### config.mk
export PLATFORM = sky130hd
export DESIGN_NAME = bus_ownership_flush_handshake
export DESIGN_NICKNAME = d
export VERILOG_FILES = /design/src/pkg/sideband_pkg.sv /design/src/hw/bus_ownership_flush_handshake.sv /design/src/hw/flush_handshake.sv
export SDC_FILE = /design/constraint.sdc
export NUM_CORES = 1
export LEC_CHECK = 0
export CAP_MARGIN = 20
export CORE_UTILIZATION = 45
export CTS_CLUSTER_DIAMETER = 80
export DETAILED_ROUTE_END_ITERATION = 10
export DONT_BUFFER_PORTS = 1
export MAX_ROUTING_LAYER = met4
export PLACE_DENSITY = 0.61
export SLEW_MARGIN = 0
export SYNTH_ARGS = -nofsm -noshare
export SYNTH_HDL_FRONTEND = slang
export SYNTH_SLANG_ARGS = --single-unit
### constraint.sdc
create_clock -name clk_i -period 1.45 [get_ports clk_i]
set_input_delay 0 -clock clk_i [delete_from_list [all_inputs] [get_ports clk_i]]
set_output_delay 0 -clock clk_i [all_outputs]
set_load 0.05 [all_outputs]
### src/pkg/sideband_pkg.sv
// package for the bus ownership and flush sideband block
// assumes a single 10 MHz clock domain and synchronous reset
package sideband_pkg;

    // ---------------------------------------------------------------
    // timing
    // ---------------------------------------------------------------
    localparam int  CLK_PERIOD_NS    = 100;
    localparam int  FLUSH_PULSE_NS   = 100;
    localparam int  FLUSH_PULSE_CYC  = (FLUSH_PULSE_NS + CLK_PERIOD_NS - 1) / CLK_PERIOD_NS;

    // ---------------------------------------------------------------
    // pin levels
    // ---------------------------------------------------------------
    localparam logic ACT_N           = 1'h0;
    localparam logic INACT_N         = 1'h1;
    localparam logic COPY_UP         = 1'h1;
    localparam logic COPY_DOWN       = 1'h0;

    // ---------------------------------------------------------------
    // flush handshake states
    // ---------------------------------------------------------------
    typedef enum logic [1:0] {
        FL_IDLE,
        FL_PULSE,
        FL_WAIT
    } flush_state_t;

endpackage

### src/hw/bus_ownership_flush_handshake.sv
// bus ownership, dual-purpose request pin, flush handshakes, copy direction
// assumes all pins synchronous to clk_i and the bridge keeps its own rules
`timescale 1ns/1ps
module bus_ownership_flush_handshake
(
    input  wire logic clk_i,
    input  wire logic reset_i,
    input  wire logic ce_i,
    input  wire logic need_bus_i,
    input  wire logic bus_hold_ack_i,
    input  wire logic bridge_req_or_int_ack_n_i,
    input  wire logic new_master_win_i,
    input  wire logic new_master_flush_n_i,
    output logic      new_master_flush_n_o,
    output logic      new_master_flush_oe_o,
    output logic      master_grant_o,
    input  wire logic intc_unit_ready_i,
    input  wire logic intc_first_irq_i,
    input  wire logic intc_flush_req_i,
    input  wire logic intc_flush_n_i,
    output logic      intc_flush_n_o,
    output logic      intc_flush_oe_o,
    output logic      intc_flush_done_o,
    input  wire logic copy_up_i,
    output logic      byte_copy_direction_o,
    output logic      bus_hold_request_o,
    output logic      int_ack_cycle_o,
    output logic      bridge_bus_request_o
);

    // ---------------------------------------------------------------
    // ownership and pin decode
    // ---------------------------------------------------------------
    logic hold_r;
    logic hold_nxt;
    logic inta_r;
    logic inta_nxt;
    logic breq_r;
    logic breq_nxt;
    logic copy_r;
    logic copy_nxt;
    logic grant_r;
    logic grant_nxt;
    logic armed_r;
    logic armed_nxt;
    logic nm_done;
    logic nm_busy;
    logic nm_start;
    logic ai_start;
    logic ai_done;

    // no restart in the done cycle, before the grant has registered
    assign nm_start = new_master_win_i & ~nm_busy & ~grant_r & ~nm_done;

    always_comb
    begin
        hold_nxt  = need_bus_i;
        inta_nxt  = ~bus_hold_ack_i & (bridge_req_or_int_ack_n_i == sideband_pkg::ACT_N);
        breq_nxt  = bus_hold_ack_i & (bridge_req_or_int_ack_n_i == sideband_pkg::ACT_N);
        copy_nxt  = copy_up_i ? sideband_pkg::COPY_UP : sideband_pkg::COPY_DOWN;
        grant_nxt = grant_r;
        if (nm_done)
        begin
            grant_nxt = 1'b1;
        end
        else if (!new_master_win_i)
        begin
            grant_nxt = 1'b0;
        end
        armed_nxt = armed_r | (intc_unit_ready_i & intc_first_irq_i);
    end

    always_ff @(posedge clk_i)
    begin
        if (reset_i)
        begin
            hold_r  <= 1'b1;
            inta_r  <= 1'b0;
            breq_r  <= 1'b0;
            copy_r  <= sideband_pkg::COPY_DOWN;
            grant_r <= 1'b0;
            armed_r <= 1'b0;
        end
        else if (ce_i)
        begin
            hold_r  <= hold_nxt;
            inta_r  <= inta_nxt;
            breq_r  <= breq_nxt;
            copy_r  <= copy_nxt;
            grant_r <= grant_nxt;
            armed_r <= armed_nxt;
        end
    end

    // ---------------------------------------------------------------
    // flush handshakes
    // ---------------------------------------------------------------
    flush_handshake u_nm_flush
    (
        .clk_i     (clk_i),
        .reset_i   (reset_i),
        .ce_i      (ce_i),
        .start_i   (nm_start),
        .line_n_i  (new_master_flush_n_i),
        .line_n_o  (new_master_flush_n_o),
        .line_oe_o (new_master_flush_oe_o),
        .busy_o    (nm_busy),
        .done_o    (nm_done)
    );

    assign ai_start = armed_r & intc_flush_req_i;

    flush_handshake u_ai_flush
    (
        .clk_i     (clk_i),
        .reset_i   (reset_i),
        .ce_i      (ce_i),
        .start_i   (ai_start),
        .line_n_i  (intc_flush_n_i),
        .line_n_o  (intc_flush_n_o),
        .line_oe_o (intc_flush_oe_o),
        .busy_o    (),
        .done_o    (ai_done)
    );

    assign intc_flush_done_o     = ai_done;
    assign master_grant_o        = grant_r;
    assign byte_copy_direction_o = copy_r;
    assign bus_hold_request_o    = hold_r;
    assign int_ack_cycle_o       = inta_r;
    assign bridge_bus_request_o  = breq_r;

    // ---------------------------------------------------------------
    // checks
    // ---------------------------------------------------------------
    property p_hold_in_reset;
        @(posedge clk_i) reset_i |=> bus_hold_request_o;
    endproperty
    a_hold_in_reset: assert property (p_hold_in_reset) else $error("hold low in reset");

    property p_hold_follows;
        @(posedge clk_i) disable iff (reset_i)
            (ce_i && !reset_i) |=> bus_hold_request_o == $past(need_bus_i);
    endproperty
    a_hold_follows: assert property (p_hold_follows) else $error("hold not following");

    property p_inta;
        @(posedge clk_i) disable iff (reset_i)
            (ce_i && !bus_hold_ack_i && !bridge_req_or_int_ack_n_i) |=> int_ack_cycle_o;
    endproperty
    a_inta: assert property (p_inta) else $error("int ack missed");

    property p_breq;
        @(posedge clk_i) disable iff (reset_i)
            (ce_i && bus_hold_ack_i && !bridge_req_or_int_ack_n_i)
            |=> bridge_bus_request_o && !int_ack_cycle_o;
    endproperty
    a_breq: assert property (p_breq) else $error("bridge request missed");

    property p_pulse_one;
        @(posedge clk_i) disable iff (reset_i)
            (ce_i && $fell(new_master_flush_n_o)) |=> new_master_flush_n_o && !new_master_flush_oe_o;
    endproperty
    a_pulse_one: assert property (p_pulse_one) else $error("flush pulse not one clock");

    property p_grant_needs_flush;
        @(posedge clk_i) disable iff (reset_i) $rose(master_grant_o) |-> $past(nm_done);
    endproperty
    a_grant_needs_flush: assert property (p_grant_needs_flush) else $error("grant w/o flush");

    property p_nm_reset;
        @(posedge clk_i) reset_i |=> new_master_flush_n_o && new_master_flush_oe_o;
    endproperty
    a_nm_reset: assert property (p_nm_reset) else $error("flush line not high in reset");

    property p_ai_quiet;
        @(posedge clk_i) disable iff (reset_i) !armed_r |-> intc_flush_n_o;
    endproperty
    a_ai_quiet: assert property (p_ai_quiet) else $error("intc flush early");

    property p_copy;
        @(posedge clk_i) disable iff (reset_i)
            (ce_i && !reset_i) |=> byte_copy_direction_o == $past(copy_up_i);
    endproperty
    a_copy: assert property (p_copy) else $error("copy direction wrong");

    c_grant: cover property (@(posedge clk_i) $rose(master_grant_o));
    c_inta: cover property (@(posedge clk_i) int_ack_cycle_o);
    c_breq: cover property (@(posedge clk_i) bridge_bus_request_o);
    c_ai: cover property (@(posedge clk_i) intc_flush_done_o);

endmodule

### src/hw/flush_handshake.sv
// one side of a two-phase flush handshake on a shared active-low line
// assumes the far end drives the line while this end releases it
`timescale 1ns/1ps
module flush_handshake
(
    input  wire logic clk_i,
    input  wire logic reset_i,
    input  wire logic ce_i,
    input  wire logic start_i,
    input  wire logic line_n_i,
    output logic      line_n_o,
    output logic      line_oe_o,
    output logic      busy_o,
    output logic      done_o
);

    // ---------------------------------------------------------------
    // state
    // ---------------------------------------------------------------
    sideband_pkg::flush_state_t state_r;
    sideband_pkg::flush_state_t state_nxt;
    logic                       line_n_r;
    logic                       line_n_nxt;
    logic                       oe_r;
    logic                       oe_nxt;
    logic                       done_r;
    logic                       done_nxt;
    logic                       seen_low_r;
    logic                       seen_low_nxt;

    always_comb
    begin
        state_nxt    = state_r;
        line_n_nxt   = line_n_r;
        oe_nxt       = oe_r;
        done_nxt     = 1'b0;
        seen_low_nxt = seen_low_r;
        case (state_r)
            sideband_pkg::FL_IDLE:
            begin
                line_n_nxt = sideband_pkg::INACT_N;
                oe_nxt     = 1'b1;
                if (start_i)
                begin
                    // request pulse, one clock
                    line_n_nxt = sideband_pkg::ACT_N;
                    state_nxt  = sideband_pkg::FL_PULSE;
                end
            end
            sideband_pkg::FL_PULSE:
            begin
                // release to the far end
                line_n_nxt   = sideband_pkg::INACT_N;
                oe_nxt       = 1'b0;
                seen_low_nxt = 1'b0;
                state_nxt    = sideband_pkg::FL_WAIT;
            end
            default:
            begin
                if (line_n_i == sideband_pkg::ACT_N)
                begin
                    seen_low_nxt = 1'b1;
                end
                else if (seen_low_r)
                begin
                    // flushed: resume default drive
                    oe_nxt    = 1'b1;
                    done_nxt  = 1'b1;
                    state_nxt = sideband_pkg::FL_IDLE;
                end
            end
        endcase
    end

    always_ff @(posedge clk_i)
    begin
        if (reset_i)
        begin
            state_r    <= sideband_pkg::FL_IDLE;
            line_n_r   <= sideband_pkg::INACT_N;
            oe_r       <= 1'b1;
            done_r     <= 1'b0;
            seen_low_r <= 1'b0;
        end
        else if (ce_i)
        begin
            state_r    <= state_nxt;
            line_n_r   <= line_n_nxt;
            oe_r       <= oe_nxt;
            done_r     <= done_nxt;
            seen_low_r <= seen_low_nxt;
        end
    end

    assign line_n_o  = line_n_r;
    assign line_oe_o = oe_r;
    assign busy_o    = (state_r != sideband_pkg::FL_IDLE);
    assign done_o    = done_r;

endmodule

======== Word-level counts from Yosys, hierarchy flattened ========
Index checks and enable logic that the tools add are counted.
Widths: inputs -> output; s select.
cells by class
  add/sub/neg operators ................... 0
  multiply operators ...................... 0
  divide/modulo/power cells ............... 0
  order comparisons ....................... 0
  eq/ne operators ......................... 7
  shift-type cells ........................ 0
  multiplexer cells ....................... 31
  bitwise logic cells ..................... 15
  reduce and logical (&&, ||, !) cells .... 20
operators with widths
  cell                count
  $mux 1              17
  $mux 2              6
  $pmux 1 s2          6
  $reduce_and 3->1    4
  $reduce_bool 3->1   4
  $pmux 2 s2          2
  $reduce_and 4->1    2
  $and 1x1->1         7
  $not 1->1           7
  $ne 2x1->1 const B  3
  $reduce_and 2->1    3
  $reduce_bool 2->1   3
  $eq 2x1->1 const B  2
  $logic_not 2->1     2
  $ne 2x2->1 const B  2
  $reduce_or 2->1     2
  $or 1x1->1          1
storage, ports and cells
  register bits ........................... 18
  latch bits .............................. 0
  RAM bits ................................ 0
  memory bits (read-only) ................. 0
  input bits .............................. 13
  output and inout port bits .............. 10
  logic and storage cells ................. 89
  memories ................................ 0

======== Logic depth before layout (Yosys ltp) ========
  word-level depth ........................ 7
  depth in mapped cells ................... 5
  depth with buffers taken out ............ 3

======== Modules after synthesis ========
From an unflattened synthesis, not the netlist that was laid out.
second synthesis, totals
  cell total of the unflattened synthesis .. 85
  area, all modules ....................... 775.7 um2
by module, submodules not included
  module                         instances  cells an instance  area each (um2)
  flush_handshake                2          30                 264.0
  bus_ownership_flush_handshake  1          25                 247.7

======== Worst setup path after synthesis ========
Ideal clock, no wire load.
  path kind ............................... register -> register
  start point ............................. register grant_r (netlist: master_grant_o)
  end point ............................... register u_nm_flush.line_n_r (netlist: u_nm_flush.line_n_o)
  setup time .............................. 0.114 ns
  arrival time ............................ 1.043 ns
  required time ........................... 1.336 ns
  path slack .............................. 0.293 ns
  stages on the path, launching flop included .. 4
  buffers on the path ..................... 0
  clock period less this slack ............ 1.157 ns
  cells stage by stage .................... dfxtp_1 nor4b_1 nand2_1 a21o_1
on the way
  word-level cells in the longest chain between the ends .. 5
ends and longest elaborated chain
  element                   RTL line                             text
  start, declared           bus_ownership_flush_handshake.sv:42  logic grant_r;
  start signal, assigned    bus_ownership_flush_handshake.sv:90  grant_r <= grant_nxt;
  $not 1->1                 bus_ownership_flush_handshake.sv:53  assign nm_start = new_master_win_i & ~nm_busy & ~grant_r & ~nm_done;
  $and 1x1->1 (2 in a row)  bus_ownership_flush_handshake.sv:53
  $mux 1                    flush_handshake.sv:43                if (start_i)
  $pmux 1 s2                flush_handshake.sv:38                case (state_r)
  end signal, assigned      flush_handshake.sv:80                line_n_r <= sideband_pkg::INACT_N;
  end signal, assigned      flush_handshake.sv:88                line_n_r <= line_n_nxt;
  end, declared             flush_handshake.sv:22                logic line_n_r;
No other way between the ends.
A chain may end at the register's enable or synchronous reset.

======== Worst setup path after layout ========
  start point ............................. register u_ai_flush.state_r[1]
  end point ............................... register u_ai_flush.line_n_r (netlist: u_ai_flush.line_n_o)
on the way
  word-level cells in the longest chain between the ends .. 3
  elaborated cells between the ends (all ways) .. 5
  classes of those cells .................. 1 x eq/ne; 1 x mux; 3 x reduce/logical
ends and longest elaborated chain
  element                                               RTL line               text
  start, declared                                       flush_handshake.sv:20  sideband_pkg::flush_state_t state_r;
  start signal, assigned                                flush_handshake.sv:79  state_r <= sideband_pkg::FL_IDLE;
  start signal, assigned                                flush_handshake.sv:87  state_r <= state_nxt;
  $eq 2x1->1 / $logic_not 2->1 (equally long branches)  flush_handshake.sv:38
  $reduce_bool 2->1 (no line)                           --
  $reduce_and 2->1 (no line)                            --
  end signal, assigned                                  flush_handshake.sv:80
  end signal, assigned                                  flush_handshake.sv:88
  end, declared                                         flush_handshake.sv:22
Several ways; a longest one is shown, not always the timed one.

==> flow_summary_export.csv <==
group,metric,value,unit
status,outcome,"finished clean",
timing,rsz0062_at_grt,"no",
critical_path,end_kind,"flip-flop",
timing,timing.final.max_slew_violations,0,
cells_and_area,nets,119,
placed_design,port_buffers,0,
hold_path,hold_path_depth,3,
floorplanning,rows,14,
critical_path,crit_fanout,5,
critical_path,cp_cell_sequence,"nor2b_1 > or2_2 > a21o_1",
logic_synthesis,synth_area,729,sq um
clocking,clock_sink_count,18,
logic_synthesis,synth_top_area_share,49.4,%
floorplanning,coreArea,0.00151,sq mm
placed_design,gp_congestion,0.746,
logic_synthesis,synthTopCellsByArea,"dfxtp_1 (49%), a21oi_1 (7.5%), nand2_1 (6.7%)",
pwr,power_frac_comb,14.4,%
logic_synthesis,yosys.cell_types.count,26,
pwr,irDropWorstVdd,0.000684,V
timing,final_hold_viol_count,0,
logic_synthesis,ys.flop_type,"dfxtp_1",
critical_path,worst_path_max_delay_cell,"dfxtp_1",
cells_and_area,final_util,62.6,%
timing,finalSetupTns,0,ns
placed_design,dp_hpwl,929,um
logic_synthesis,netlist_instances,83,
timing,fmax,969,MHz
cells_and_area,fill_cells,139,
cells_and_area,multiInputGateArea,339,sq um
grt,grt_pass1_wl,2.68,mm
clocking,cts_tree,"done",
route,drcViolationCount,0,
critical_path,crit_type,"reg -> reg",
critical_path,crit_arrival,1.23,ns
hold_path,min_from,"ce_i",
cells_and_area,diodes,0,
hold_path,holdPathEnd,"u_nm_flush.state_r[0]",
pwr,seqPwrFrac,57.6,%
grt,grt_pass1_vias,606,
critical_path,reg2reg_to,"u_ai_flush.line_n_o",
critical_path,cpPeakStageDelay,0.40,ns
timing,fin_crit_sh,71.2,%
pwr,clockPowerShare,28.0,%
floorplanning,die_x,42.3,um
floorplanning,die_area,0.00179,sq mm
grt,grt_max_degree,21,
clocking,clkLatencyLatePin,0.29,ns
logic_synthesis,synth_nets,96,
grt,grt_antenna_before_repair,0,
logic_synthesis,yosysMostFrequentCell,"dfxtp_1",
cells_and_area,drive_gt1_share,14.4,%
critical_path,timing.reg2reg.setup_slack,0.42,ns
cells_and_area,area_growth,29.3,%
critical_path,cp-start-kind,"flip-flop",
logic_synthesis,yosys-top-cells-count,"dfxtp_1 (18), nand2_1 (13), a21oi_1 (11), nor2_1 (5), o21ai_0 (5)",
clocking,cts-buffers-inserted,3,
route,drtIter0Drc,34,
clocking,clockRootBuffer,"clkbuf_4",
floorplanning,pin_count,23,
run,max_cap_violations,0,
route,wl_met1,756,um
route,dr_wl_met3,98,um
grt,track_usage,20.4,%
critical_path,worstPathRequired,1.65,ns
timing,worstMarginPinSlew,0.742,ns
timing,period_needed,1.03,ns
cells_and_area,seq_area,360,sq um
timing,clock-skew-final,0.00244,ns
floorplanning,initial_core_util,48.4,%
route,drtPass1Iterations,4,
timing,setup_violations,0,
pwr,p_leak,0.363,nW
pwr,p_int,662,uW
pwr,swShare,26.5,%
pwr,p_switching,238,uW
route,wirelength,1.61,mm
route,vias_per_cell,5.73,
pwr,cellPowerDensity,954,mW/mm^2
timing,maxSlewHeadroom,50.4,%
route,wl_met2,715,um
critical_path,ff2ff_path_depth,3,
route,top_layer_used,"met4",
grt,grt-ovfl-total,0,
route,drtAntennaViolNets,0,
hold_path,holdCritPathClass,"in -> reg",
cells_and_area,reg.largest.list,"u_ai_flush.state_r x2, u_nm_flush.state_r x2",
logic_synthesis,async_flop_share,0,%
clocking,clk_path_buf_depth,2,
logic_synthesis,ys_ff_latch,18,
route,wl_per_cell,13.4,um
floorplanning,die_h,42.3,um
clocking,htree_levels,1,
logic_synthesis,yosysWarnings,0,
logic_synthesis,yosys.area.top_type,"dfxtp_1",
logic_synthesis,syn_avg_cell_area,8.79,sq um
clocking,clk_pin_slew,0.10,ns
logic_synthesis,yosysSeqAreaShare,49.4,%
route,via_count,687,
critical_path,r2r-start,"u_ai_flush.state_r[1]",
logic_synthesis,synth_edf_count,0,
-- worst max-delay path: cells and delay by family, from the launching register on --
kind	cells	cell delay (ns)
AO/OA/AOI/OAI	1	0.18
AND/OR/NAND/NOR	2	0.36
flip-flops	1	0.40
-- cell type report --
type / instances / share of cell area, %
sequential: 18 / 38.2
multi-input combinational: 60 / 35.9
timing repair buffer: 22 / 21.0
clock buffer: 3 / 2.39
tap: 16 / 2.12
inverter: 1 / 0.398
-- power groups by stage --
| stage | Clock [mW] | Combinational (mW) | Sequential (mW) |
|---|---|---|---|
| after floorplan | 0 | 0.0516 | 0.560 |
| after global placement | 0 | 0.0850 | 0.530 |
| after detailed placement | 0 | 0.0859 | 0.530 |
| after CTS | 0.254 | 0.128 | 0.519 |
| after global routing | 0.268 | 0.139 | 0.521 |
| final | 0.252 | 0.130 | 0.519 |
-- layout by cell type (no fill, tap or decap) --
master          instances
dlymetal6s4s_1          1
dfxtp_1                18
dlygate4sd3_1          11
or2_1                   1
nor2b_1                 4
a21o_1                  2
nand4b_1                1
a31oi_1                 1
a211o_1                 1
nand4_1                 2
nor2_1                  5
clkbuf_4                3
nand3b_1                1
inv_1                   1
o21ai_0                 5
buf_4                  10
mux2i_1                 1
nor2b_4                 1
nor4b_1                 1
a21oi_1                11
nand2b_1                2
a21boi_0                2
nor3b_1                 1
nand2_1                13
a2bb2oi_1               2
or2_2                   1
nand3_1                 2
-- what timing repair did --
action                     CTS  global route
resized for setup            0             1
hold buffers                12             0
buffers inserted             0             0
hold endpoints to repair    18             0
setup endpoints to repair    0             2
-- how the worst max path moves through the flow --
stage / from / endpoint / slack [ns] / cells past startpoint
global route: reset_i / u_nm_flush.line_oe_o / 0.30 / 3
finish: u_ai_flush.state_r[1] / u_ai_flush.line_n_o / 0.42 / 3
detailed placement: u_ai_flush.state_r[1] / u_ai_flush.line_n_o / 0.45 / 3
global placement: u_nm_flush.done_o / u_nm_flush.line_n_o / 0.46 / 3
CTS: ce_i / master_grant_o / 0.14 / 4
floorplan: master_grant_o / u_nm_flush.line_n_o / 0.29 / 3
-- metrics by stage --
stage          cells  worst slack [ns]  hold WS, ns  total power, mW  area (sq um)
2_1_floorplan     83             0.293        0.122            0.611           729
3_3_place_gp     105             0.459       0.0708            0.615           798
3_5_place_dp     105             0.450       0.0731            0.616           798
4_1_cts          120             0.144      0.00719            0.900           941
5_1_grt          120             0.303       0.0308            0.927           943
6_report         120             0.418       0.0104            0.900           943
-- kinds of logic (layout without fill, tap and decap cells) --
group | after synthesis | after routing | synth area share (%)
flip-flops | 18 | 18 | 49.4
AND/OR/NAND/NOR | 35 | 35 | 25.6
AO/OA/AOI/OAI | 24 | 24 | 19.6
buffers and inverters | 5 | 26 | 4.12
multiplexers | 1 | 1 | 1.37
-- per-layer routing --
metal	vias up	GRT usage [%]
met5	-	-
met2	35	28.6
met4	0	13.8
met3	5	3.88
li1	331	-
met1	316	26.5
No activity file was read; power rests on OpenSTA's default activity.
